--- config.mk ---
export PLATFORM = sky130hd
export DESIGN_NAME = wsup_top
export DESIGN_NICKNAME = d
export VERILOG_FILES = /design/src/pkg/wsup_pkg.sv /design/src/rtl/wsup_prescaler.sv /design/src/rtl/wsup_top.sv
export SDC_FILE = /design/constraint.sdc
export NUM_CORES = 1
export LEC_CHECK = 0
export BUFFER_PORTS_ARGS = -buffer_cell sky130_fd_sc_hd__buf_2
export CORE_MARGIN = 1
export CORE_UTILIZATION = 36
export DETAILED_ROUTE_END_ITERATION = 8
export GPL_TIMING_DRIVEN = 0
export MAX_ROUTING_LAYER = met4
export PLACE_DENSITY = 0.66
export RECOVER_POWER = 50
export REMOVE_ABC_BUFFERS = 1
export SYNTH_ARGS = -nofsm -noshare
export SYNTH_HDL_FRONTEND = slang
export SYNTH_SLANG_ARGS = --single-unit
--- constraint.sdc ---
create_clock -name i_ref_clk -period 2.9 [get_ports i_ref_clk]
set_input_delay 0.58 -clock i_ref_clk [delete_from_list [all_inputs] [get_ports i_ref_clk]]
set_output_delay 0.58 -clock i_ref_clk [all_outputs]
set_load 0.1 [all_outputs]
--- src/pkg/wsup_pkg.sv ---
// Package of constants and types for the window supervisor block.
package wsup_pkg;

	// ----------------------------------------------------------------
	// Register map and field layout
	// ----------------------------------------------------------------
	localparam logic [7:0] WSUP_CTRL_OFFSET = 8'h2a;
	localparam logic [7:0] WSUP_WIN_OFFSET = 8'h2b;
	localparam int WSUP_ARM_BIT = 7;
	localparam int WSUP_TOP_BIT = 6;
	localparam int WSUP_CNT_W = 7;
	localparam logic [6:0] WSUP_CNT_RESET = 7'h7f;
	localparam logic [6:0] WSUP_WIN_RESET = 7'h7f;
	localparam logic WSUP_ARM_RESET = 1'b0;
	localparam logic [6:0] WSUP_CNT_EXPIRE = 7'h40;

	// ----------------------------------------------------------------
	// Timing
	// ----------------------------------------------------------------
	localparam int WSUP_CLK_PERIOD_NS = 10;
	localparam int WSUP_PRESCALE_DEF = 16384;
	localparam int WSUP_PRESCALE_W = 14;
	localparam int WSUP_RESET_PULSE_NS = 30000;
	localparam int WSUP_RESET_PULSE_CYCLES = WSUP_RESET_PULSE_NS / WSUP_CLK_PERIOD_NS;
	localparam int WSUP_PULSE_W = 12;
	localparam int WSUP_PHASE_STEP = 64;

	// Prescaler phase offset per timebase selection, in steps of 64 cycles.
	localparam logic [3:0][5:0] WSUP_TB_PHASE = {6'd54, 6'd35, 6'd53, 6'd59};

	// ----------------------------------------------------------------
	// Carriers
	// ----------------------------------------------------------------
	typedef struct packed {
		logic [7:0] addr;
		logic [7:0] wdata;
		logic wr;
		logic rd;
	} wsup_bus_req_t;

	typedef struct packed {
		logic hw_activate;
		logic halt_reset_option;
	} wsup_options_t;

endpackage : wsup_pkg

--- src/rtl/wsup_prescaler.sv ---
// Free-running prescaler that issues one decrement enable per period.
`timescale 1ns/1ps

module wsup_prescaler #(
	parameter int PERIOD = wsup_pkg::WSUP_PRESCALE_DEF
) (
	input wire logic i_ref_clk,
	input wire logic i_reset_n,
	input wire logic [1:0] i_timebase_select,
	output logic o_tick,
	output logic [wsup_pkg::WSUP_PRESCALE_W-1:0] o_phase
);
	import wsup_pkg::*;

	localparam logic [WSUP_PRESCALE_W-1:0] LAST = WSUP_PRESCALE_W'(PERIOD - 1);

	logic [WSUP_PRESCALE_W-1:0] phase_q;
	logic [1:0] tb_q;
	logic loaded_q;
	logic tick_q;
	logic [WSUP_PRESCALE_W-1:0] offset;

	// Offset scaled to the period so that a shortened period keeps the same relation.
	always_comb
	begin
		offset = WSUP_PRESCALE_W'((int'(WSUP_TB_PHASE[i_timebase_select]) * WSUP_PHASE_STEP
			* PERIOD) / WSUP_PRESCALE_DEF);
	end

	// ----------------------------------------------------------------
	// Phase counter
	// ----------------------------------------------------------------
	// The phase is never cleared by register writes; only the timebase moves it.
	always_ff @(posedge i_ref_clk or negedge i_reset_n)
	begin
		if (!i_reset_n)
		begin
			phase_q <= '0;
			tb_q <= 2'h0;
			loaded_q <= 1'b0;
		end
		else if (!loaded_q || tb_q != i_timebase_select)
		begin
			phase_q <= offset;
			tb_q <= i_timebase_select;
			loaded_q <= 1'b1;
		end
		else if (phase_q == LAST)
		begin
			phase_q <= '0;
		end
		else
		begin
			phase_q <= phase_q + 1'b1;
		end
	end

	// Enable pulse one cycle wide, registered so consumers see a clean level.
	always_ff @(posedge i_ref_clk or negedge i_reset_n)
	begin
		if (!i_reset_n)
		begin
			tick_q <= 1'b0;
		end
		else
		begin
			tick_q <= loaded_q && (tb_q == i_timebase_select) && (phase_q == LAST);
		end
	end

	assign o_tick = tick_q;
	assign o_phase = phase_q;

endmodule : wsup_prescaler

--- src/rtl/wsup_top.sv ---
// Window supervisor: free-running downcounter with window check and reset pulse.
//
// The register offsets and the address-and-strobe port were chosen for this implementation.
`timescale 1ns/1ps

module wsup_top #(
	parameter int PRESCALE_CYCLES = wsup_pkg::WSUP_PRESCALE_DEF
) (
	input wire logic i_ref_clk,
	input wire logic i_reset_n,
	input wsup_pkg::wsup_bus_req_t i_bus,
	output logic [7:0] o_rdata,
	input wsup_pkg::wsup_options_t i_options,
	input wire logic [1:0] i_timebase_select,
	input wire logic i_halt_req,
	output logic o_halt_enter,
	output logic o_reset_pin_o,
	output logic o_reset_pin_oe_n,
	output logic o_reset_active
);
	import wsup_pkg::*;

	localparam logic [WSUP_PULSE_W-1:0] PULSE_LAST = WSUP_PULSE_W'(WSUP_RESET_PULSE_CYCLES - 1);

	// ----------------------------------------------------------------
	// Declarations
	// ----------------------------------------------------------------
	logic supervisor_arm_bit_q;
	logic [6:0] programmed_count_q;
	logic [6:0] window_q;
	logic [7:0] rdata_q;
	logic pulse_q;
	logic [WSUP_PULSE_W-1:0] pulse_cnt_q;
	logic oe_n_q;
	logic halt_enter_q;
	logic tick;
	logic [WSUP_PRESCALE_W-1:0] phase;
	logic wr_ctrl;
	logic wr_win;
	logic active;
	logic arm_d;
	logic active_d;
	logic expire_hit;
	logic early_hit;
	logic soft_hit;
	logic halt_hit;
	logic trigger;

	// ----------------------------------------------------------------
	// Prescaler
	// ----------------------------------------------------------------
	wsup_prescaler #(
		.PERIOD(PRESCALE_CYCLES)
	) u_prescaler (
		.i_ref_clk(i_ref_clk),
		.i_reset_n(i_reset_n),
		.i_timebase_select(i_timebase_select),
		.o_tick(tick),
		.o_phase(phase)
	);

	// ----------------------------------------------------------------
	// Decode and reset causes
	// ----------------------------------------------------------------
	// Address decode of the two registers; other addresses store nothing.
	always_comb
	begin
		wr_ctrl = 1'b0;
		wr_win = 1'b0;
		if (i_bus.wr && i_bus.addr == WSUP_CTRL_OFFSET)
		begin
			wr_ctrl = 1'b1;
		end
		else if (i_bus.wr && i_bus.addr == WSUP_WIN_OFFSET)
		begin
			wr_win = 1'b1;
		end
	end

	// A written zero never clears the arm bit; once set, only a reset cycle clears it.
	assign arm_d = supervisor_arm_bit_q | (wr_ctrl & i_bus.wdata[WSUP_ARM_BIT]);
	assign active = supervisor_arm_bit_q | i_options.hw_activate;
	assign active_d = arm_d | i_options.hw_activate;

	// Rollover from 40h to 3Fh, unless a reload lands in the same cycle.
	assign expire_hit = active && tick && !wr_ctrl
		&& programmed_count_q == WSUP_CNT_EXPIRE;
	// Reload while still above the window value.
	assign early_hit = active_d && wr_ctrl && (programmed_count_q > window_q);
	// Writing the top bit clear while armed forces a reset at once.
	assign soft_hit = active_d && wr_ctrl && !i_bus.wdata[WSUP_TOP_BIT];
	assign halt_hit = active && i_halt_req && i_options.halt_reset_option;
	assign trigger = !pulse_q && (expire_hit || early_hit || soft_hit || halt_hit);

	// ----------------------------------------------------------------
	// Control register
	// ----------------------------------------------------------------
	// The counter runs free whether or not it is armed; a reset cycle reloads defaults,
	// as the rest of the chip is reset with it.
	always_ff @(posedge i_ref_clk or negedge i_reset_n)
	begin
		if (!i_reset_n)
		begin
			supervisor_arm_bit_q <= WSUP_ARM_RESET;
			programmed_count_q <= WSUP_CNT_RESET;
		end
		else if (trigger)
		begin
			supervisor_arm_bit_q <= WSUP_ARM_RESET;
			programmed_count_q <= WSUP_CNT_RESET;
		end
		else if (wr_ctrl)
		begin
			supervisor_arm_bit_q <= arm_d;
			programmed_count_q <= i_bus.wdata[WSUP_CNT_W-1:0];
		end
		else if (tick)
		begin
			programmed_count_q <= programmed_count_q - 7'h01;
		end
	end

	// ----------------------------------------------------------------
	// Window register
	// ----------------------------------------------------------------
	always_ff @(posedge i_ref_clk or negedge i_reset_n)
	begin
		if (!i_reset_n)
		begin
			window_q <= WSUP_WIN_RESET;
		end
		else if (trigger)
		begin
			window_q <= WSUP_WIN_RESET;
		end
		else if (wr_win)
		begin
			window_q <= i_bus.wdata[WSUP_CNT_W-1:0];
		end
	end

	// ----------------------------------------------------------------
	// Read port
	// ----------------------------------------------------------------
	// Read data stand one cycle after the strobe and return to zero after.
	always_ff @(posedge i_ref_clk or negedge i_reset_n)
	begin
		if (!i_reset_n)
		begin
			rdata_q <= 8'h00;
		end
		else if (i_bus.rd && i_bus.addr == WSUP_CTRL_OFFSET)
		begin
			rdata_q <= {supervisor_arm_bit_q, programmed_count_q};
		end
		else if (i_bus.rd && i_bus.addr == WSUP_WIN_OFFSET)
		begin
			rdata_q <= {1'b0, window_q};
		end
		else
		begin
			rdata_q <= 8'h00;
		end
	end

	// ----------------------------------------------------------------
	// Reset pulse
	// ----------------------------------------------------------------
	// Further causes during a pulse are ignored; the pulse length is fixed.
	always_ff @(posedge i_ref_clk or negedge i_reset_n)
	begin
		if (!i_reset_n)
		begin
			pulse_q <= 1'b0;
			pulse_cnt_q <= '0;
			oe_n_q <= 1'b1;
		end
		else if (trigger)
		begin
			pulse_q <= 1'b1;
			pulse_cnt_q <= '0;
			oe_n_q <= 1'b0;
		end
		else if (pulse_q && pulse_cnt_q == PULSE_LAST)
		begin
			pulse_q <= 1'b0;
			pulse_cnt_q <= '0;
			oe_n_q <= 1'b1;
		end
		else if (pulse_q)
		begin
			pulse_cnt_q <= pulse_cnt_q + 1'b1;
		end
	end

	// Halt is granted only when it does not turn into a reset.
	always_ff @(posedge i_ref_clk or negedge i_reset_n)
	begin
		if (!i_reset_n)
		begin
			halt_enter_q <= 1'b0;
		end
		else
		begin
			halt_enter_q <= i_halt_req && !halt_hit && !pulse_q;
		end
	end

	assign o_rdata = rdata_q;
	assign o_halt_enter = halt_enter_q;
	assign o_reset_pin_o = 1'b0 & oe_n_q; // Open drain: only ever drives low.
	assign o_reset_pin_oe_n = oe_n_q;
	assign o_reset_active = pulse_q;

	// ----------------------------------------------------------------
	// Checks
	// ----------------------------------------------------------------
	chk_tick_decrement: assert property (
		@(posedge i_ref_clk) disable iff (!i_reset_n)
		tick && !wr_ctrl && !trigger |=> programmed_count_q == $past(programmed_count_q) - 7'h01)
		else $error("count did not decrement on tick");

	chk_expire_reset: assert property (
		@(posedge i_ref_clk) disable iff (!i_reset_n)
		!pulse_q && tick && !wr_ctrl && active && programmed_count_q == WSUP_CNT_EXPIRE
		|=> pulse_q && !o_reset_pin_oe_n && programmed_count_q == WSUP_CNT_RESET)
		else $error("rollover while armed gave no reset");

	chk_early_reload: assert property (
		@(posedge i_ref_clk) disable iff (!i_reset_n)
		!pulse_q && wr_ctrl && active_d && programmed_count_q > window_q |=> pulse_q)
		else $error("early reload gave no reset");

	chk_arm_sticky: assert property (
		@(posedge i_ref_clk) disable iff (!i_reset_n)
		supervisor_arm_bit_q && !trigger |=> supervisor_arm_bit_q)
		else $error("arm bit cleared without reset");

	chk_idle_no_reset: assert property (
		@(posedge i_ref_clk) disable iff (!i_reset_n)
		!pulse_q && !active_d && !i_options.hw_activate |=> !pulse_q)
		else $error("reset while disarmed");

	chk_soft_reset: assert property (
		@(posedge i_ref_clk) disable iff (!i_reset_n)
		!pulse_q && wr_ctrl && i_bus.wdata[WSUP_ARM_BIT] && !i_bus.wdata[WSUP_TOP_BIT]
		|=> pulse_q [*2])
		else $error("software reset not issued");

	chk_halt_reset: assert property (
		@(posedge i_ref_clk) disable iff (!i_reset_n)
		!pulse_q && i_halt_req && active && i_options.halt_reset_option
		|=> pulse_q && !halt_enter_q)
		else $error("halt while armed did not reset");

	chk_pulse_length: assert property (
		@(posedge i_ref_clk) disable iff (!i_reset_n)
		$fell(pulse_q) |-> $past(pulse_cnt_q) == PULSE_LAST)
		else $error("reset pulse length wrong");

	chk_phase_kept: assert property (
		@(posedge i_ref_clk) disable iff (!i_reset_n)
		wr_ctrl && $stable(i_timebase_select) && phase != 14'h0000
		|=> phase == $past(phase) + 14'h0001 || phase == 14'h0000)
		else $error("prescaler phase disturbed by write");

endmodule : wsup_top

==> reports/qor.yml, run 1 <==
status:
  outcome: "finished clean"
sta:
  fin_skew_ns: 0.0118
  postLayoutSetupSlackWorst_ns: 0.356
  slew_headroom_pct: 8.24
  fmax_ghz: 0.393
  rsz0062_at_grt: "false"
  slew_violations: 0
  finalCriticalPeriod_ns: 2.54
  tns_ns: 0
  finalHoldViolCount: 0
  min_period_over_period_pct: 87.7
  tightest_slew_ns: 1.38
  setup_viol: 0
global_routing:
  grt_overflow: 0
  grt_pass1_wl_mm: 10.9
  grt_use_total_pct: 16.1
  antenna_found_initial: 0
  grt_pass1_vias: 2351
  grt_max_degree: 57
cells_and_area:
  seqCellArea_sq_um: 1420
  area_growth_pct: 11.0
  layout.nets: 374
  final.fill_count: 782
  multiInputGateArea_sq_um: 1480
  drive_gt1_share_pct: 19.4
  antenna_cells_inserted: 0
min_path:
  hold_path.class: "primary input to register"
  worstHoldStart: "i_timebase_select[1]"
routing:
  drc: 0
  finalWirelength_mm: 6.32
  drt_iter0_drc: 100
  vias: 2358
  drtAntennaViolNets: 0
  firstDrtPassIters: 4
  vias_per_cell: 5.33
  wl_per_cell_um: 14.3
synthesis:
  syn-instance-count: 312
  async_reset_ff_share_pct: 100
  synth_area_sq_um: 3010
  yosysMostFrequentCell: "dfrtp_1"
  synthTopCellsByArea: "dfrtp_1, dfstp_2, ha_1"
  syn_area_per_cell_sq_um: 9.64
  ys_top_cells_by_count: "dfrtp_1, nor2_1, nand2_1"
  yosysWarnings: 0
  ys.flop_type: "dfrtp_1"
  yosys_register_bits: 56
  synth.yosys.seq_area_share_pct: 47.2
  synth_top_cell_by_area: "dfrtp_1"
  synth_top_area_share_pct: 34.1
  synth_cell_types: 53
  synth_edf_count: 0
worst_setup_path:
  crit_required_ns: 3.14
  worstSetupPathType: "register to register"
  cp-start-kind: "register"
  end_kind: "register"
  cp-startpoint: "window_q[4]"
  crit_fanout: 17
  worstPathArrival_ns: 2.78
  reg2reg_from: "window_q[4]"
floorplanning:
  die_area_sq_um: 8720
  die_h_um: 93.4
  rows: 32
  start_util_pct: 38.1
  core_region_area_sq_um: 7890
  ios: 37
  dieWidth_um: 93.4
pwr:
  vdd_drop_max_uv: 246
  power_leakage_nw: 1.49
  p_per_area_nw_per_um2: 445
place:
  place_congestion: 0.795
  dp_hpwl_mm: 4.40
  dp_slack_ns: 0.169
  io_buffers: 35
clocking:
  clk_pin_slew_ns: 0.11
  postCtsResizedCells: 0
  cts_sinks: 56
  post_cts.repair.setup_buffers: 0
  clockRootBuffer: "clkbuf_8"
  clock_latency_ns: 0.32
  cts_buffers: 5
  ctsHoldBuffers: 0
  clockBufferDepth: 2
  h-tree-depth: 2
  cts_tree: "yes"
job:
  max-cap-violations: 0
## cells by family (layout without fill, tap and decap cells)
| logic type | count (synthesis) | count (layout) | share of synthesized area (%) |
|---|---|---|---|
| other | 2 | 2 | 0.250 |
| buffers and inverters | 25 | 53 | 3.70 |
| AND/OR/NAND/NOR | 135 | 135 | 24.4 |
| AO/OA/AOI/OAI | 57 | 57 | 12.1 |
| XOR/XNOR | 19 | 19 | 5.53 |
| flip-flops | 56 | 56 | 47.2 |
| adder cells (fa/ha/maj) | 10 | 10 | 4.16 |
| multiplexers | 8 | 8 | 2.66 |
## stage by stage
| step | hold WS, ns | utilization (%) | total power [mW] | instances | area, sq um |
|---|---|---|---|---|---|
| finish | 0.469 | 42.3 | 1.49 | 442 | 3340 |
| global route | 0.470 | 42.3 | 1.56 | 442 | 3340 |
| CTS | 0.428 | 42.3 | 1.51 | 442 | 3340 |
| detailed placement | 0.465 | 41.0 | 1.02 | 434 | 3240 |
| global placement | 0.463 | 41.0 | 1.02 | 434 | 3240 |
| floorplan | 0.284 | - | 0.957 | 297 | 2930 |
## critical path: stages (launching register included)
cell,delay (ns)
dfstp_2,0.56
inv_1,0.05
ha_1,0.28
a211oi_1,0.23
o21ai_0,0.19
o211ai_2,0.53
a21o_2,0.44
o21ai_0,0.16
## cell usage in the layout, fill, tap and decap left out, types with 2 or more instances in the layout
cell type,netlist,final
dfrtp_1,41,41
nor2_1,33,33
buf_2,4,32
nand2_1,26,26
nand3_1,23,23
o21ai_0,18,18
dfstp_2,15,15
xnor2_1,14,14
a21oi_1,14,14
inv_1,10,10
ha_1,10,10
and3_1,8,8
nand4_1,8,8
mux2i_1,8,8
or4_1,8,8
o211ai_1,7,7
clkbuf_8,0,6
xor2_1,5,5
and4_1,4,4
nor2b_1,4,4
or3_1,2,2
a21o_1,3,2
nor3b_1,2,2
nand3b_1,2,2
or2_2,2,2
nor4b_1,2,2
and2_1,3,2
conb_1,2,2
clkbuf_1,8,2
## worst paths after layout
kind,to,slack (ns),cells after the start
worst max-delay path,programmed_count_q[0],0.36,7
worst min-delay path,u_prescaler.tb_q[1],0.47,1
worst max register to register,programmed_count_q[0],0.36,7
worst min register to register,u_prescaler.o_phase[0],0.48,1
max in group asynchronous,pulse_cnt_q[6],1.51,1
min in group asynchronous,o_rdata[3],0.56,1
## layout make-up
| cell class | instances | area share (%) |
|---|---|---|
| tap | 102 | 3.82 |
| clock buffer | 6 | 2.47 |
| inverter | 10 | 1.12 |
| timing repair buffer | 35 | 5.17 |
| multi-input combinational | 231 | 44.3 |
| sequential | 56 | 42.5 |
| clock inverter | 2 | 0.562 |
## power breakdown
group          internal, mW  total [mW]  switching [mW]
logic                0.0640       0.152          0.0882
clock network         0.201       0.482           0.282
registers             0.824       0.853          0.0291
## metal layers
layer  vias to the layer above  wire length [um]  share of wire (%)  GRT usage, %
met5                         -                 0                  0             -
met2                        36              3160                 50          26.9
li1                       1163                 -                  -             -
met1                      1152              2920                 46          20.5
met4                         0                57               0.90          3.72
met3                         7               182                2.9          2.52
## sequential cells by signal, summed over array words and instances (netlist names)
name	flops
window_q	7
programmed_count_q	7
pulse_cnt_q	12
supervisor_arm_bit_q	1
u_prescaler.o_phase	14
o_rdata	8
u_prescaler.tb_q	2
o_reset_active	1
u_prescaler.loaded_q	1
o_halt_enter	1
u_prescaler.o_tick	1
o_reset_pin_oe_n	1
Power figures use the tool's default switching activity.
==> inputs of run 2 (changes only) <==
Settings changed: REMOVE_ABC_BUFFERS 1 to unset.
==> run 2 against run 1 <==
Register-to-register slack lost 0.03 ns. Clock skew rose by 0.0032 ns. Hold slack improved by 0.022 ns. Critical endpoint is now pulse_cnt_q[4]. Critical path type unchanged. Sequential share of layout area down 1.1 points. Sequential power about the same. Non-clock buffer count rose by 15. Largest power group unchanged.
==> reports/qor.yml, run 2 (synthesis results as in run 1) <==
sta:
  slew_violations: 0  # unchanged
  finalHoldViolCount: 0  # unchanged
  fin_skew_ns: 0.0150  # +0.00319 ns
  slew_headroom_pct: 7.80  # -0.44 points
  fmax_ghz: 0.388  # -1.2%
  min_period_over_period_pct: 88.8  # +1.1 points
  tns_ns: 0  # unchanged
  rsz0062_at_grt: "false"
  postLayoutSetupSlackWorst_ns: 0.325  # -0.0305 ns
  tightest_slew_ns: 1.38  # +0.00666 ns
  finalCriticalPeriod_ns: 2.57  # +0.0305 ns
  setup_viol: 0  # unchanged
clocking:
  clock_latency_ns: 0.32  # about the same
  postCtsResizedCells: 0  # unchanged
  h-tree-depth: 2  # unchanged
  post_cts.repair.setup_buffers: 0  # unchanged
  ctsHoldBuffers: 0  # unchanged
  cts_tree: "yes"
  clk_pin_slew_ns: 0.12  # about the same
  cts_sinks: 56  # unchanged
  cts_buffers: 5  # unchanged
  clockBufferDepth: 2  # unchanged
  clockRootBuffer: "clkbuf_8"
place:
  place_congestion: 0.787  # -1.0%
  dp_slack_ns: 0.377  # +0.208 ns
  io_buffers: 35  # unchanged
  dp_hpwl_mm: 4.58  # +4.1%
pwr:
  vdd_drop_max_uv: 297  # +21%
  power_leakage_nw: 1.54  # +3.5%
  p_total_mw: 1.55  # +4.1%
  p_per_area_nw_per_um2: 452  # +1.5%
routing:
  firstDrtPassIters: 4  # unchanged
  vias_per_cell: 5.37  # +0.66%
  drt_iter0_drc: 73  # -27%
  drtAntennaViolNets: 0  # unchanged
  vias: 2454  # +4.1%
  finalWirelength_mm: 6.42  # +1.5%
  drc: 0  # unchanged
  wl_per_cell_um: 14.0  # -1.8%
worst_setup_path:
  crit_path_cell_trace: "inv_1 -> ha_1 -> a211oi_1 -> o21ai_0 -> o2111ai_1 -> nand3_1 -> o21ai_0"
  r2r_cells: 7  # unchanged
  max_stage_delay_ns: 0.77  # +0.21 ns
  crit_fanout: 10  # -7
  worstPathArrival_ns: 2.80  # +0.02 ns
  crit_slowest_cell: "o2111ai_1"
  cp-start-kind: "register"
  path_common_cell: "o21ai_0"
  crit_required_ns: 3.13  # about the same
  end_kind: "register"
  worstSetupPathType: "register to register"
  rrSetupSlack_ns: 0.33  # -0.03 ns
status:
  outcome: "finished clean"
cells_and_area:
  drive_gt1_share_pct: 20.3  # +0.87 points
  layout.nets: 389  # +4.0%
  mostFrequentLayoutCells: "dfrtp_1, buf_2, nor2_1"
  fin_util_pct: 43.4  # +1.1 points
  antenna_cells_inserted: 0  # unchanged
  area_growth_pct: 13.9
  largest_reg_flops: 14  # unchanged
  final_common_cell: "dfrtp_1"
floorplanning:
  die_area_sq_um: 8720  # unchanged
  die_h_um: 93.4  # unchanged
  ios: 37  # unchanged
  rows: 32  # unchanged
  dieWidth_um: 93.4  # unchanged
  start_util_pct: 38.1  # unchanged
  core_region_area_sq_um: 7890  # unchanged
min_path:
  hold_path.class: "register to register"
  hold_depth: 1  # unchanged
global_routing:
  antenna_found_initial: 0  # unchanged
  grt_pass1_vias: 2317  # -1.4%
  grt_max_degree: 57  # unchanged
  grt_overflow: 0  # unchanged
  grt_pass1_wl_mm: 10.9  # -0.18%
  grt_use_total_pct: 16.2  # +0.14 points
job:
  max-cap-violations: 0  # unchanged
synthesis:
  syn-num-nets: 347
run 2: final cells by class:
type	instances	area, sq um
plain buffers	15	73.8
clock buffers	5	68.8
clock inverters	3	47.5
fillers	800	4460
inverters	10	37.5
multi-input cells	231	1480
flip-flops and latches	56	1420
well taps	102	128
repair buffers	35	173
run 2: per-stage QoR:
stage	instance area, sq um	hold slack, ns	cells
after floorplan	3010	0.284	312
after global placement	3310	0.461	449
after detailed placement	3310	0.477	449
after CTS	3430	0.490	457
after global routing	3420	0.502	457
final	3420	0.491	457
run 2: worst paths after layout:
check | from | end
max | window_q[4] | pulse_cnt_q[4]
min | u_prescaler.o_phase[0] | u_prescaler.o_phase[0]
max reg2reg | window_q[4] | pulse_cnt_q[4]
min reg2reg | u_prescaler.o_phase[0] | u_prescaler.o_phase[0]
max in group asynchronous | i_reset_n | u_prescaler.o_phase[11]
min in group asynchronous | i_reset_n | o_rdata[6]
run 2: metal layers:
| metal | share of wire, % | track usage, % | vias to the layer above |
|---|---|---|---|
| met1 | 46 | 19.8 | 1199 |
| met3 | 3.9 | 2.85 | 4 |
| li1 | - | - | 1194 |
| met5 | 0 | - | - |
| met4 | 0.95 | 4.62 | 0 |
| met2 | 49 | 27.5 | 57 |
run 2: worst max-delay path, delay by kind of cell, from the launching register on:
family                   cells  cell delay [ns]
AO/OA/AOI/OAI                4             1.43
AND/OR/NAND/NOR              1             0.15
flip-flops                   1             0.55
adder cells (fa/ha/maj)      1             0.29
buffers and inverters        1             0.06
run 2: power by group:
group	switching, mW	internal, mW	total [mW]
Sequential	0.0294	0.824	0.854
Clock	0.276	0.261	0.536
Combinational	0.0907	0.0674	0.158
Total	0.396	1.15	1.55
